<file path="src/ssba_cfg.svh">
// Constants of the system services and boot block
// Behaviour
// Rate pins give clock rate; 101, 111 invalid.
// Reset fall starts bootstrap.
// Link outputs low in reset.
// Far side keeps inputs low, no DMA, in reset.
// Boot source sampled once at reset fall.
// ROM boot at top address, low priority.
// Link boot ready two cycles after reset.
// Control byte above one counts loaded bytes.
// Other links keep messages after control byte.
// Control byte zero pokes a word.
// Control byte one peeks a word back.
// Peek or poke returns to wait; same link.
// Analyse halts at descheduling; refresh on.
// Analysing: outputs fetch nothing new.
// Analyse reset skips memory setup.
// Analyse reset boots when analyse falls.
// Reset after halt; analyse drops in reset.
// Analyse loads I, W, descriptor, link.
// Fault pin is error flag; reset keeps flags.
// Error under stop flag halts; not reverse.
// Pre-emption saves flags, clears stop flag.
// Halt copies pointer plus two or one to A.
// User memory base is 80000070.
`ifndef SSBA_CFG_SVH
`define SSBA_CFG_SVH
`define SSBA_NUM_LINKS 4
`define SSBA_ROM_START 32'h7fff_fffe
`define SSBA_USER_MEMORY_BASE 32'h8000_0070
`define SSBA_CTRL_POKE 8'h00
`define SSBA_CTRL_PEEK 8'h01
`define SSBA_ERR_IP_STEP 32'h0000_0002
`define SSBA_ANA_IP_STEP 32'h0000_0001
`define SSBA_WORD_MASK 32'hffff_fffc
`define SSBA_WORD_ROUND 32'h0000_0003
// Clock rate in tenths of MHz and cycle period in tenths of ns
`define SSBA_RATE_000 9'h0c8
`define SSBA_RATE_001 9'h0e1
`define SSBA_RATE_010 9'h0fa
`define SSBA_RATE_011 9'h12c
`define SSBA_RATE_100 9'h15e
`define SSBA_RATE_110 9'h0af
`define SSBA_PER_000 10'h1f4
`define SSBA_PER_001 10'h1bc
`define SSBA_PER_010 10'h190
`define SSBA_PER_011 10'h14d
`define SSBA_PER_100 10'h11e
`define SSBA_PER_110 10'h23b
`endif

</file>
<file path="src/ssba_pkg.sv">
// Types shared by the system services block
package ssba_pkg;
    typedef enum logic [3:0] {
        SSBA_RST = 4'b0000,
        SSBA_ANAWAIT = 4'b0001,
        SSBA_WAITCTRL = 4'b0010,
        SSBA_GETADDR = 4'b0011,
        SSBA_GETDATA = 4'b0100,
        SSBA_POKE = 4'b0101,
        SSBA_PEEK = 4'b0110,
        SSBA_SEND = 4'b0111,
        SSBA_LOAD = 4'b1000,
        SSBA_LOADWR = 4'b1001,
        SSBA_RUN = 4'b1010,
        SSBA_HALTED = 4'b1011
    } ssba_state_e;
    typedef struct packed {
        logic [31:0] word;
        logic [2:0] bytes;
    } ssba_asm_s;
endpackage

</file>
<file path="src/ssba_asm_if.sv">
// Byte to word assembly channel between the loader and its assembler
`timescale 1ns/1ps
interface ssba_asm_if;
    logic shift;
    logic clr;
    logic [7:0] byteIn;
    logic [31:0] word;
    logic [2:0] bytes;
    modport ctl (output shift, output clr, output byteIn, input word,
        input bytes);
    modport asm (input shift, input clr, input byteIn, output word,
        output bytes);
endinterface

</file>
<file path="src/ssba_system_services.sv">
// Reset, boot source, peek and poke, analyse and error flag handling
`timescale 1ns/1ps
`include "ssba_cfg.svh"
module ssba_system_services
    import ssba_pkg::*;
(
    // Clock and power-on reset
    input wire logic clk_sys,
    input wire logic rst_b,
    // Board control pins
    input wire logic devReset,
    input wire logic analyseIn,
    input wire logic bootSourceSelect,
    input wire logic [2:0] clockRateCodePins,
    // Clock rate decode
    output logic [8:0] rateTenthMhz,
    output logic [9:0] processorCyclePeriod,
    output logic rateValid,
    // Link bytes in
    input wire logic [3:0] rxValid,
    input wire logic [31:0] rxData,
    output logic [3:0] rxReady,
    // Link bytes out
    output logic [3:0] txValid,
    output logic [7:0] txData,
    input wire logic [3:0] txReady,
    // Link engine control
    output logic linkHoldMsg,
    output logic linkOutFetchEn,
    output logic linkInEn,
    // Memory access
    output logic memReq,
    output logic memWe,
    output logic [3:0] memBe,
    output logic [31:0] memAddr,
    output logic [31:0] memWdata,
    input wire logic memAck,
    input wire logic [31:0] memRdata,
    output logic memCfgStart,
    output logic refreshEn,
    // Processor side
    input wire logic deschedPoint,
    input wire logic [31:0] instrPtr,
    input wire logic [31:0] curWptr,
    input wire logic curPriority,
    input wire logic errSet,
    input wire logic testErr,
    input wire logic hoeWrite,
    input wire logic hoeValue,
    input wire logic hpPreempt,
    input wire logic hpReturn,
    // Start and halt state
    output logic runStart,
    output logic halted,
    output logic [31:0] regI,
    output logic [31:0] regW,
    output logic [31:0] regA,
    output logic [31:0] regB,
    output logic [31:0] regC,
    output logic startPriority,
    // Flags
    output logic faultIndicatorPin,
    output logic stopOnFaultFlag
);
    typedef struct packed {
        ssba_state_e st;
        logic resetPrev;
        logic anaPrev;
        logic anaPend;
        logic bootRom;
        logic anaReset;
        logic [1:0] linkSel;
        logic [7:0] cnt;
        logic [7:0] idx;
        logic [31:0] addr;
        logic [31:0] data;
        logic [1:0] txCnt;
        logic err;
        logic hoe;
        logic errSave;
        logic hoeSave;
        logic memReq;
        logic memWe;
        logic [3:0] memBe;
        logic [31:0] memAddr;
        logic [31:0] memWdata;
        logic [3:0] txValid;
        logic [7:0] txData;
        logic memCfgStart;
        logic refreshEn;
        logic runStart;
        logic startPri;
        logic [31:0] regI;
        logic [31:0] regW;
        logic [31:0] regA;
        logic [31:0] regB;
        logic [31:0] regC;
    } ssba_top_s;

    ssba_top_s s_q;
    ssba_top_s s_d;
    ssba_asm_if asmIf ();
    logic [3:0] rxAccept;
    logic [7:0] selByte;
    logic anyAccept;
    logic [1:0] firstLink;
    logic [7:0] firstByte;
    logic resetFall;
    logic anaRise;
    logic errRise;
    logic errNext;

    ssba_word_asm u_asm (
        .clk_sys(clk_sys),
        .rst_b(rst_b),
        .a(asmIf.asm)
    );

    // Per-link input handshake
    genvar g;
    generate
        for (g = 0; g < `SSBA_NUM_LINKS; g++)
        begin : gLink
            always_comb
            begin
                if (devReset)
                begin
                    rxReady[g] = 1'b0;
                end
                else if (s_q.st == SSBA_WAITCTRL)
                begin
                    rxReady[g] = 1'b1;
                end
                else if (s_q.st == SSBA_GETADDR || s_q.st == SSBA_GETDATA ||
                    s_q.st == SSBA_LOAD)
                begin
                    rxReady[g] = (s_q.linkSel == 2'(g));
                end
                else
                begin
                    rxReady[g] = 1'b0;
                end
            end
            assign rxAccept[g] = rxValid[g] & rxReady[g];
        end
    endgenerate

    // Lowest numbered link wins a tie on the control byte
    always_comb
    begin
        firstLink = 2'h0;
        for (int i = `SSBA_NUM_LINKS - 1; i >= 0; i--)
        begin
            if (rxAccept[i])
            begin
                firstLink = 2'(i);
            end
        end
        firstByte = rxData[{firstLink, 3'h0} +: 8];
    end

    assign anyAccept = |rxAccept;
    assign selByte = rxData[{s_q.linkSel, 3'h0} +: 8];
    assign resetFall = s_q.resetPrev & ~devReset;
    assign anaRise = analyseIn & ~s_q.anaPrev;
    assign errRise = errSet & ~s_q.err;
    // Set wins over test-and-clear
    assign errNext = (s_q.err & ~testErr) | errSet;

    assign asmIf.shift = anyAccept && (s_q.st == SSBA_GETADDR ||
        s_q.st == SSBA_GETDATA);
    assign asmIf.clr = (s_q.st == SSBA_WAITCTRL) || (s_q.st == SSBA_POKE) ||
        (asmIf.shift && asmIf.bytes == 3'h3 && s_q.st == SSBA_GETADDR &&
        s_q.data[0] == 1'b0);
    assign asmIf.byteIn = selByte;

    always_comb
    begin
        s_d = s_q;
        s_d.resetPrev = devReset;
        s_d.anaPrev = analyseIn;
        s_d.memCfgStart = 1'b0;
        s_d.runStart = 1'b0;
        // Error and stop flags are never touched by devReset
        s_d.err = errNext;
        if (hoeWrite)
        begin
            s_d.hoe = hoeValue;
        end
        if (hpPreempt)
        begin
            s_d.errSave = errNext;
            s_d.hoeSave = s_q.hoe;
            s_d.hoe = 1'b0;
        end
        else if (hpReturn)
        begin
            s_d.err = s_q.errSave | errSet;
            s_d.hoe = s_q.hoeSave;
        end
        if (devReset)
        begin
            s_d.st = SSBA_RST;
            s_d.txValid = 4'h0;
            s_d.memReq = 1'b0;
            s_d.anaPend = 1'b0;
        end
        else
        begin
            case (s_q.st)
                SSBA_RST:
                begin
                    if (resetFall)
                    begin
                        s_d.bootRom = bootSourceSelect;
                        s_d.anaReset = analyseIn;
                        s_d.refreshEn = 1'b1;
                        // Memory setup kept from before an analyse reset
                        s_d.memCfgStart = ~analyseIn;
                        if (analyseIn)
                        begin
                            s_d.st = SSBA_ANAWAIT;
                        end
                        else if (bootSourceSelect)
                        begin
                            s_d.st = SSBA_RUN;
                            s_d.runStart = 1'b1;
                            s_d.startPri = 1'b1;
                            s_d.regI = `SSBA_ROM_START;
                            s_d.regW = `SSBA_USER_MEMORY_BASE;
                        end
                        else
                        begin
                            s_d.st = SSBA_WAITCTRL;
                        end
                    end
                end
                SSBA_ANAWAIT:
                begin
                    if (!analyseIn)
                    begin
                        if (s_q.bootRom)
                        begin
                            s_d.st = SSBA_RUN;
                            s_d.runStart = 1'b1;
                            s_d.startPri = 1'b1;
                            s_d.regI = `SSBA_ROM_START;
                            s_d.regW = `SSBA_USER_MEMORY_BASE;
                        end
                        else
                        begin
                            s_d.st = SSBA_WAITCTRL;
                        end
                    end
                end
                SSBA_WAITCTRL:
                begin
                    if (anyAccept)
                    begin
                        s_d.linkSel = firstLink;
                        s_d.data = {24'h00_0000, firstByte};
                        if (firstByte == `SSBA_CTRL_POKE ||
                            firstByte == `SSBA_CTRL_PEEK)
                        begin
                            s_d.st = SSBA_GETADDR;
                        end
                        else
                        begin
                            s_d.cnt = firstByte;
                            s_d.idx = 8'h00;
                            s_d.st = SSBA_LOAD;
                        end
                    end
                end
                SSBA_GETADDR:
                begin
                    if (asmIf.shift && asmIf.bytes == 3'h3)
                    begin
                        s_d.addr = {selByte, asmIf.word[31:8]};
                        if (s_q.data[0])
                        begin
                            s_d.st = SSBA_PEEK;
                            s_d.memReq = 1'b1;
                            s_d.memWe = 1'b0;
                            s_d.memBe = 4'hf;
                            s_d.memAddr = {selByte, asmIf.word[31:8]};
                        end
                        else
                        begin
                            s_d.st = SSBA_GETDATA;
                        end
                    end
                end
                SSBA_GETDATA:
                begin
                    if (asmIf.shift && asmIf.bytes == 3'h3)
                    begin
                        s_d.st = SSBA_POKE;
                        s_d.memReq = 1'b1;
                        s_d.memWe = 1'b1;
                        s_d.memBe = 4'hf;
                        s_d.memAddr = s_q.addr;
                        s_d.memWdata = {selByte, asmIf.word[31:8]};
                    end
                end
                SSBA_POKE:
                begin
                    if (memAck)
                    begin
                        s_d.memReq = 1'b0;
                        s_d.st = SSBA_WAITCTRL;
                    end
                end
                SSBA_PEEK:
                begin
                    if (memAck)
                    begin
                        s_d.memReq = 1'b0;
                        s_d.data = memRdata;
                        s_d.txCnt = 2'h0;
                        s_d.txData = memRdata[7:0];
                        s_d.txValid = 4'h1 << s_q.linkSel;
                        s_d.st = SSBA_SEND;
                    end
                end
                SSBA_SEND:
                begin
                    if (|(s_q.txValid & txReady))
                    begin
                        if (s_q.txCnt == 2'h3)
                        begin
                            s_d.txValid = 4'h0;
                            s_d.st = SSBA_WAITCTRL;
                        end
                        else
                        begin
                            s_d.txCnt = s_q.txCnt + 2'h1;
                            s_d.data = {8'h00, s_q.data[31:8]};
                            s_d.txData = s_q.data[15:8];
                        end
                    end
                end
                SSBA_LOAD:
                begin
                    if (anyAccept)
                    begin
                        s_d.memAddr = `SSBA_USER_MEMORY_BASE +
                            {24'h00_0000, s_q.idx};
                        s_d.memBe = 4'h1 << s_d.memAddr[1:0];
                        s_d.memWdata = {4{selByte}};
                        s_d.memReq = 1'b1;
                        s_d.memWe = 1'b1;
                        s_d.st = SSBA_LOADWR;
                    end
                end
                SSBA_LOADWR:
                begin
                    if (memAck)
                    begin
                        s_d.memReq = 1'b0;
                        s_d.idx = s_q.idx + 8'h01;
                        if (s_q.idx + 8'h01 == s_q.cnt)
                        begin
                            s_d.st = SSBA_RUN;
                            s_d.runStart = 1'b1;
                            s_d.startPri = 1'b1;
                            s_d.regI = `SSBA_USER_MEMORY_BASE;
                            // Workspace is the first free word after the code
                            s_d.regW = (`SSBA_USER_MEMORY_BASE +
                                {24'h00_0000, s_q.cnt} + `SSBA_WORD_ROUND) &
                                `SSBA_WORD_MASK;
                            s_d.regC = {30'h0000_0000, s_q.linkSel};
                        end
                        else
                        begin
                            s_d.st = SSBA_LOAD;
                        end
                    end
                end
                SSBA_RUN:
                begin
                    if (anaRise)
                    begin
                        s_d.anaPend = 1'b1;
                    end
                    if (errRise && s_q.hoe)
                    begin
                        s_d.st = SSBA_HALTED;
                        s_d.regA = instrPtr + `SSBA_ERR_IP_STEP;
                        s_d.regB = {curWptr[31:1], curPriority};
                    end
                    else if ((s_q.anaPend || anaRise) && deschedPoint)
                    begin
                        s_d.st = SSBA_HALTED;
                        s_d.regA = instrPtr + `SSBA_ANA_IP_STEP;
                        s_d.regB = {curWptr[31:1], curPriority};
                    end
                end
                SSBA_HALTED:
                begin
                    // Left only through a reset pulse
                    s_d.anaPend = 1'b0;
                end
                default:
                begin
                    s_d.st = SSBA_RST;
                end
            endcase
        end
    end

    always_ff @(posedge clk_sys or negedge rst_b)
    begin
        if (!rst_b)
        begin
            s_q <= '0;
        end
        else
        begin
            s_q <= s_d;
        end
    end

    // Rate decode is combinational from strapped pins
    always_comb
    begin
        rateValid = 1'b1;
        case (clockRateCodePins)
            3'h0:
            begin
                rateTenthMhz = `SSBA_RATE_000;
                processorCyclePeriod = `SSBA_PER_000;
            end
            3'h1:
            begin
                rateTenthMhz = `SSBA_RATE_001;
                processorCyclePeriod = `SSBA_PER_001;
            end
            3'h2:
            begin
                rateTenthMhz = `SSBA_RATE_010;
                processorCyclePeriod = `SSBA_PER_010;
            end
            3'h3:
            begin
                rateTenthMhz = `SSBA_RATE_011;
                processorCyclePeriod = `SSBA_PER_011;
            end
            3'h4:
            begin
                rateTenthMhz = `SSBA_RATE_100;
                processorCyclePeriod = `SSBA_PER_100;
            end
            3'h6:
            begin
                rateTenthMhz = `SSBA_RATE_110;
                processorCyclePeriod = `SSBA_PER_110;
            end
            default:
            begin
                rateValid = 1'b0;
                rateTenthMhz = 9'h000;
                processorCyclePeriod = 10'h000;
            end
        endcase
    end

    assign txValid = s_q.txValid;
    assign txData = s_q.txData;
    // Other links keep their bytes once a control byte has chosen one
    assign linkHoldMsg = (s_q.st != SSBA_RST) && (s_q.st != SSBA_ANAWAIT) &&
        (s_q.st != SSBA_WAITCTRL);
    // No new memory fetch for output once a halt is pending
    assign linkOutFetchEn = (s_q.st == SSBA_RUN) && !s_q.anaPend;
    assign linkInEn = !devReset;
    assign memReq = s_q.memReq;
    assign memWe = s_q.memWe;
    assign memBe = s_q.memBe;
    assign memAddr = s_q.memAddr;
    assign memWdata = s_q.memWdata;
    assign memCfgStart = s_q.memCfgStart;
    assign refreshEn = s_q.refreshEn;
    assign runStart = s_q.runStart;
    assign halted = (s_q.st == SSBA_HALTED);
    assign regI = s_q.regI;
    assign regW = s_q.regW;
    assign regA = s_q.regA;
    assign regB = s_q.regB;
    assign regC = s_q.regC;
    assign startPriority = s_q.startPri;
    assign faultIndicatorPin = s_q.err;
    assign stopOnFaultFlag = s_q.hoe;
endmodule

</file>
<file path="src/ssba_word_asm.sv">
// Assembles link bytes into a word, least significant byte first
`timescale 1ns/1ps
module ssba_word_asm
    import ssba_pkg::*;
(
    // Clock and reset
    input wire logic clk_sys,
    input wire logic rst_b,
    // Byte channel
    ssba_asm_if.asm a
);
    ssba_asm_s s_q;
    ssba_asm_s s_d;

    always_comb
    begin
        s_d = s_q;
        if (a.clr)
        begin
            s_d.word = 32'h0000_0000;
            s_d.bytes = 3'h0;
        end
        else if (a.shift)
        begin
            // First byte ends in the low lane after four shifts
            s_d.word = {a.byteIn, s_q.word[31:8]};
            s_d.bytes = s_q.bytes + 3'h1;
        end
    end

    always_ff @(posedge clk_sys or negedge rst_b)
    begin
        if (!rst_b)
        begin
            s_q <= '0;
        end
        else
        begin
            s_q <= s_d;
        end
    end

    assign a.word = s_q.word;
    assign a.bytes = s_q.bytes;
endmodule

</file>
<file path="config.mk">
export PLATFORM = sky130hd
export DESIGN_NAME = ssba_system_services
export DESIGN_NICKNAME = d
export VERILOG_FILES = /design/src/ssba_pkg.sv /design/src/ssba_asm_if.sv /design/src/ssba_system_services.sv /design/src/ssba_word_asm.sv
export VERILOG_INCLUDE_DIRS = /design/src
export SDC_FILE = /design/constraint.sdc
export NUM_CORES = 1
export LEC_CHECK = 0
export BUFFER_PORTS_ARGS = -buffer_cell sky130_fd_sc_hd__buf_4
export CAP_MARGIN = 20
export CORE_MARGIN = 5
export CORE_UTILIZATION = 46
export CTS_CLUSTER_SIZE = 20
export DETAILED_ROUTE_END_ITERATION = 6
export GPL_TIMING_DRIVEN = 0
export PLACE_DENSITY = 0.72
export SLEW_MARGIN = 20
export SYNTH_ARGS = -nofsm -noshare
export SYNTH_HDL_FRONTEND = slang
export SYNTH_SLANG_ARGS = --single-unit
</file>
<file path="constraint.sdc">
create_clock -name clk_sys -period 9.7 [get_ports clk_sys]
set_input_delay 0.97 -clock clk_sys [delete_from_list [all_inputs] [get_ports clk_sys]]
set_output_delay 0.97 -clock clk_sys [all_outputs]
set_load 0.02 [all_outputs]
</file>
==> summary.md, run 1 <==
| Metric | Value |
|---|---|
| Largest cells by area after synthesis | dfrtp_1 45%, buf_4 12%, mux2_2 6.0%, a21oi_1 5.0%, nand2_1 3.5% |
| Leak | 9.93 nW |
| Share of cells above drive strength 1 | 0.395 |
| Final worst slack | 5750 ps |
| IO Pins | 429 |
| Maximum VDD drop | 0.151 mV |
| Period utilization | 0.408 |
| Required time at the worst-slack endpoint | 10180 ps |
| Gr ovfl total | 0 |
| Seq/Total Area, Yosys | 0.451 |
| Root Buffer | clkbuf_16 |
| Hold_buf cts | 0 |
| Synth unique cells | 78 |
| RSZ-0062 raised after global routing | false |
| Cell family with most CP delay | buffers and inverters |
| Worst min-delay path class | in -> async |
| Post-route cell area | 19900 um2 |
| F_max | 253 MHz |
| Max Slew Vio Count | 0 |
| Nets@finish | 2195 |
| Die H | 193 um |
| Aggregate global-route resource usage | 0.227 |
| Critical Path Source Type | input pin |
| Via count | 12753 |
| Port bufs | 372 |
| Post-synth EDFFs | 0 |
| CP dominant cell by count | clkbuf_1 |
| Clock skew | 16.9 ps |
| Commonest cells post-synth | 277 x dfrtp_1, 241 x buf_4, 153 x a21oi_1 |
| Post-DP HPWL | 34200 um |
| Leading area contributor after synthesis | dfrtp_1 |
| Slew margin rel. | 0.313 |
| Yosys reg bits | 277 |
| Pre-CTS WS | 5320 ps |
| DRC viols | 0 |
| First-pass DRT Iterations | 6 |
| Primary FF master, synth | dfrtp_1 |
| TNS Setup | 0 ps |
| Vias in the first global route | 12598 |
| Via-to-Cell Ratio | 5.11 |
| Die W | 193 um |
| Layout area overhead | 29.8% |
| Slowest stage delay, CP | 750 ps |
| Outcome | complete, no violations |
| Post-route ant nets | 0 |
| Max-cap violation count | 0 |
| Crit path max fanout | 10 |
| First-pass GRT wire length | 68200 um |
| Crit Path Class | in -> reg |
| Most numerous cell in the Yosys netlist | dfrtp_1 |
| CP arrival | 4430 ps |
| Setup bufs post-CTS | 0 |
| Async set-reset flop share out of synthesis | 1.00 |
| Max clock buf depth | 3 |
| Power Density | 225 nW/um2 |
| CTS tree | done |
| CTS sink cnt | 277 |
| Initial antenna violation count | 0 |
| Row cnt | 67 |
| Area of placed instances | 19000 um2 |
| Largest net degree at the start of global routing | 93 |
| Final setup viols | 0 |
| Crit end category | flop |
| Initial Util | 0.462 |
| H-Tree Depth | 1 |
| Hold Fails Final Rpt | 0 |
| Top cell type's share of synthesized area | 0.451 |
| Syn avg cell area | 9.81 um2 |
| Minimum clock period | 3950 ps |
| Post-synthesis cell area | 15400 um2 |
| Warnings, synthesis | 0 |
| Slew at the pin closest to its max-slew limit | 1030 ps |
| Drt wl/cell | 17.5 um |
| Diode count | 0 |
| Reg clk slew, reported paths | 60 ps |
| Routability cong. | 0.908 |
| Resized Gates After CTS | 0 |
| CP bufs+invs | 5 |
| Cts bufs inserted | 29 |
| Die area | 37200 um2 |
| Ordered cell list for the critical path | buf_4 > clkbuf_1 > nor2_1 > buf_2 > o21a_1 > nor4_1 > a221o_1 > clkbuf_1 > clkbuf_1 > nand2_1 > o21ai_0 |
| Core ar. | 33300 um2 |
| DRT iter0 DRCs | 873 |
| Post-synthesis cell count | 1567 |
| Worst-Skew Late Latency | 560 ps |
| CP max stage cell | nor4_1 |
| Final Routed Wirelength | 43700 um |
==> cell families (layout without fill, tap and decap cells) <==
group	Yosys count	in the layout	synth area share
other	1	55	0.000244
buffers and inverters	359	786	0.148
xor gates and xnor gates	54	54	0.0308
DFF	277	277	0.451
and+or+nand+nor	402	402	0.120
AOI/OAI and AO/OA	344	344	0.143
adders and majority gates	14	14	0.0114
muxes	116	116	0.0948
==> report_power, final <==
part	total [mW]	switching, mW	internal [mW]
combinational	1.82	0.939	0.886
sequential	1.60	0.193	1.41
clock	1.07	0.459	0.609
==> placed cells by master (no fill, tap or decap), types with 5 or more instances in the layout <==
cell type  count
nand2b_1      11
o22ai_1        5
nor2b_1       19
inv_1         39
o21ai_0       42
mux2_2        82
or3_1          8
buf_2         12
nor2_1       123
ha_1          14
nor3_1        11
a22oi_1       42
mux4_2        10
o21ai_2       10
buf_1          5
o21a_1         5
mux2i_1       17
dfrtp_1      277
o31ai_1        5
a31oi_1        7
a21oi_1      153
xnor2_1       26
nand2_1      142
nor4_1         6
clkbuf_16     29
nand3_1       29
a2bb2oi_1      6
nand4_1       10
o21ai_1       22
xor2_1        28
clkinv_2       5
and3_1        12
a222oi_1       7
or2_2         11
clkbuf_1      69
conb_1        55
buf_4        612
==> flip-flops by register name (all words and copies together), names as in the netlist, 7 cells and up <==
name / cells
regB: 32
memAddr: 32
s_q: 87
memWdata: 32
txData: 8
regW: 7
u_asm.a.word: 24
regA: 32
==> worst register-to-register path: cells and delay by family (launching register included) <==
family,cells,cell delay [ps]
AO/OA/AOI/OAI,3,760
buffers and inverters,3,1230
flip-flops,1,400
AND/OR/NAND/NOR,4,1130
==> worst paths after layout <==
check                                           start                      end  slack (ps)  depth (start not counted)
worst max-delay path                         devReset  memAddr[15]$_DFFE_PN0P_        5750                         11
worst min-delay path                            rst_b     regB[10]$_DFFE_PN0P_         270                          1
worst max register to register   s_q[339]$_DFFE_PN0P_  memAddr[15]$_DFFE_PN0P_        6100                         10
worst min register to register  refreshEn$_DFFE_PN0P_    refreshEn$_DFFE_PN0P_         480                          1
max in group asynchronous                       rst_b     s_q[277]$_DFFE_PN0P_        8630                          2
min in group clk_sys            refreshEn$_DFFE_PN0P_    refreshEn$_DFFE_PN0P_         480                          1
==> cell type report <==
class	count	area, um2
Multi-Input combinational cell	985	6370
Sequential cell	277	6930
Clock buffer	41	811
Clock inverter	10	97.6
Timing Repair Buffer	376	2890
Tap cell	448	561
Fill cell	2842	13300
Inverter	39	146
Buffer	320	2130
==> metal layers <==
layer  vias up  part of all wire  track usage
li1       6053                 -            -
met1      6139              0.41        0.301
met2       494              0.48        0.387
met3        67             0.081       0.0391
met4         0             0.025       0.0614
met5         -                 0            0
==> per-stage QoR <==
step	std cells	hold WS [ps]	power, mW	util
global placement	2441	453	3.40	0.569
floorplan	1621	451	2.74	-
global route	2496	284	4.74	0.599
CTS	2496	264	4.53	0.599
detailed placement	2445	465	3.44	0.572
finish	2496	272	4.49	0.599
Power figures use the tool's default switching activity.
==> run 2: changes to the inputs <==
--- a/config.mk
+++ b/config.mk
@@ -6,6 +6,7 @@
 export SDC_FILE = /design/constraint.sdc
 export NUM_CORES = 1
 export LEC_CHECK = 0
+export ABC_AREA = 1
 export BUFFER_PORTS_ARGS = -buffer_cell sky130_fd_sc_hd__buf_4
 export CAP_MARGIN = 20
 export CORE_MARGIN = 5
==> constraint.sdc (replaced) <==
create_clock -name clk_sys -period 4.02 [get_ports clk_sys]
set_input_delay 0.402 -clock clk_sys [delete_from_list [all_inputs] [get_ports clk_sys]]
set_output_delay 0.402 -clock clk_sys [all_outputs]
set_load 0.02 [all_outputs]
==> summary.md, run 2 <==
| Metric | Value |
|---|---|
| Outcome | complete, no violations |
| Max-cap violation count | 0 (unchanged) |
| Non-Filler Instances | 2893 (+16%) |
| Vias in the first global route | 14486 (+15%) |
| Nets@finish | 2588 (+18%) |
| Post-synthesis simple-gate area fraction | 0.226 (+0.105) |
| Seq/Total Area, Yosys | 0.446 (-0.00505) |
| Required time at the worst-slack endpoint | 4460 ps (-5720 ps) |
| Largest net degree at the start of global routing | 103 (+11%) |
| Top cell type's share of synthesized area | 0.446 (-0.00505) |
| Routability cong. | 0.993 (+9.4%) |
| Initial Util | 0.465 (+0.00288) |
| Commonest cells post-synth | 542 x nand2_1, 277 x dfrtp_1, 244 x buf_4 |
| Post-Synth XOR/XNOR Area | 0.0163 (-0.0144) |
| Most numerous cell in the Yosys netlist | nand2_1 |
| H-Tree Depth | 1 (unchanged) |
| DRC viols | 0 (unchanged) |
| Leading area contributor after synthesis | dfrtp_1 |
| Max reg flops | 87 (unchanged) |
| Mux cell area share after synthesis | 0.000724 (-0.0941) |
| Layout area overhead | 30.4% |
| Post-synthesis cell count | 1958 (+25%) |
| Row cnt | 67 (unchanged) |
| Post-synthesis cell area | 15500 um2 (+1.1%) |
| Reg power frac | 0.321 (-0.035) |
| Port bufs | 371 (-0.27%) |
| Commonest non-fill, non-tap cell in the layout | buf_4 |
| Max clock buf depth | 3 (unchanged) |
| Via-to-Cell Ratio | 5.03 (-1.5%) |
| CTS tree | done |
| Warnings, synthesis | 0 (unchanged) |
| Clk pwr share | 0.249 (+0.011) |
| Maximum VDD drop | 0.360 mV (+140%) |
| Via count | 14554 (+14%) |
| Final setup viols | 0 (unchanged) |
| First-pass GRT wire length | 77000 um (+13%) |
| Yosys reg bits | 277 (unchanged) |
| Multi-input gate area | 6090 um2 (-4.5%) |
| Final Routed Wirelength | 48200 um (+10%) |
| CP arrival | 3480 ps (-950 ps) |
| Worst min-delay path class | in -> reg |
| Reg area | 6930 um2 (unchanged) |
| Reg clk slew, reported paths | 60 ps (about the same) |
| Switching power | 4.61 mW (+190%) |
| IO Pins | 429 (unchanged) |
| Combinational fraction of design power | 0.430 (+0.024) |
| Die H | 194 um (+0.53%) |
| Power Density | 600 nW/um2 (+170%) |
| Die W | 194 um (+0.53%) |
| TNS Setup | 0 ps (unchanged) |
| Largest Register | s_q |
| Primary FF master, synth | dfrtp_1 |
| Diode count | 0 (unchanged) |
| Die area | 37600 um2 (+1.1%) |
| Root Buffer | clkbuf_16 |
| Post-DP HPWL | 37500 um (+9.4%) |
| Post-synth EDFFs | 0 (unchanged) |
| Hold Fails Final Rpt | 0 (unchanged) |
| Resized Gates After CTS | 0 (unchanged) |
| Share of cells above drive strength 1 | 0.304 (-0.0911) |
| Most frequent cells in the layout | 614 x buf_4, 542 x nand2_1, 277 x dfrtp_1 |
| RSZ-0062 raised after global routing | false |
| Placed insts | 2833 (+16%) |
| Synth Area in Compound Gates | 0.124 (-0.0186) |
| Minimum clock period | 3040 ps |
| CTS sink cnt | 277 (unchanged) |
| Slew at the pin closest to its max-slew limit | 808 ps (-219 ps) |
| Period utilization | 0.757 |
| Main combinational cell family by area after synthesis | simple AND/OR/NAND/NOR gates |
| Crit path max fanout | 10 (unchanged) |
| Max Slew Vio Count | 0 (unchanged) |
| Initial antenna violation count | 0 (unchanged) |
| Leak | 10.8 nW (+8.5%) |
| Internal Power | 7.56 mW (+160%) |
| Synth unique cells | 51 (-35%) |
| Drt wl/cell | 16.7 um (-4.8%) |
| Cts bufs inserted | 31 (+6.9%) |
| Slew margin rel. | 0.461 (+0.149) |
| Fill cells | 2999 (+5.5%) |
| DRT iter0 DRCs | 845 (-3.2%) |
| F_max | 329 MHz |
| Largest cells by area after synthesis | dfrtp_1 45%, nand2_1 13%, buf_4 12%, inv_1 3.5%, o21ai_0 3.4% |
| Clock skew | 10.8 ps (-6.12 ps) |
| Crit Path Class | reg -> reg |
| Sw Share | 0.378 (+0.0241) |
| Aggregate global-route resource usage | 0.247 (+0.0198) |
| Crit end category | flop |
| Core ar. | 33400 um2 (+0.50%) |
| Critical Path Source Type | flop |
| Fraction of the mapped netlist area in adder cells | 0.0113 (-0.000128) |
| Worst-Skew Late Latency | 570 ps (about the same) |
| Post-route ant nets | 0 (unchanged) |
| Gr ovfl total | 0 (unchanged) |
| First-pass DRT Iterations | 5 (-1) |
| Syn avg cell area | 7.94 um2 (-19%) |
| Async set-reset flop share out of synthesis | 1.00 (unchanged) |
[run 2: cell count changes in the layout (fill, tap and decap cells not counted), sizes merged, moves of 44 or more]
cell	previous run	this run
nand3	29	73
o21ai	74	169
nand2	142	562
inv	40	157
a21oi	154	52
mux2	86	1
[run 2: worst paths after layout]
kind,slack (ps),end,startpoint,depth (start not counted)
max reg2reg,980,memWdata[12]$_DFFE_PN0P_,s_q[340]$_DFFE_PN0P_,12
min reg2reg,470,refreshEn$_DFFE_PN0P_,refreshEn$_DFFE_PN0P_,2
min,40,regB[21]$_DFFE_PN0P_,curWptr[21],3
min in group asynchronous,400,regB[28]$_DFFE_PN0P_,rst_b,2
max,980,memWdata[12]$_DFFE_PN0P_,s_q[340]$_DFFE_PN0P_,12
max in group asynchronous,2670,regC[0]$_DFFE_PN0P_,rst_b,3
[run 2: cell type report]
cell class                 instances  area share
sequential                       277       0.342
multi-input combinational       1264       0.300
timing repair buffer             376       0.142
buffer                           312       0.105
clock buffer                      44      0.0441
inverter                         159      0.0296
tap                              448      0.0276
clock inverter                    13     0.00957
[run 2: cell families (layout without fill, tap and decap cells)]
family	count (synthesis)	in the layout
AND/OR/NAND/NOR	830	830
buffers and inverters	471	904
AO/OA/AOI/OAI	335	335
flip-flops	277	277
XOR/XNOR	29	29
adder cells (fa/ha/maj)	14	14
other	1	55
multiplexers	1	1
[run 2: worst max-delay path, cell delays in order (launching register included)]
cell	delay [ps]
dfrtp_1	440
nor2_1	360
nand2_1	370
inv_2	330
nor2_2	160
nor2_8	200
nand2_2	80
o21ai_2	100
nand3_2	160
nor2_4	230
buf_4	220
buf_4	180
a31oi_1	100
[run 2: power groups by stage]
| stage | logic (mW) | registers (mW) | clock network (mW) |
|---|---|---|---|
| finish | 5.23 | 3.91 | 3.03 |
| global route | 5.69 | 3.99 | 3.20 |
| CTS | 5.25 | 3.91 | 3.09 |
| detailed placement | 5.22 | 3.95 | 0 |
| global placement | 5.14 | 3.93 | 0 |
| floorplan | 3.40 | 3.81 | 0 |
[run 2: timing repair]
action                                 CTS  global route
endpoints found under the hold margin   80             0
setup buffers                            0             0
hold buffers                             3             0
[run 2: stage by stage]
step	setup WS [ps]	power, mW	cell area [um2]	utilization	hold slack [ps]
floorplan	1570	7.21	15700	-	106
global route	788	12.9	20300	0.606	40.4
detailed placement	1050	9.17	19200	0.573	437
global placement	158	9.07	19100	0.571	453
finish	977	12.2	20300	0.606	40.9
CTS	1020	12.2	20300	0.606	13.7
[run 2: metal layers]
metal  GRT usage  up-vias  share of wire
met3      0.0539       87          0.082
met4      0.0643        0          0.024
met1       0.321     6882           0.41
met5           0        -              0
met2       0.423      598           0.48
li1            -     6987              -
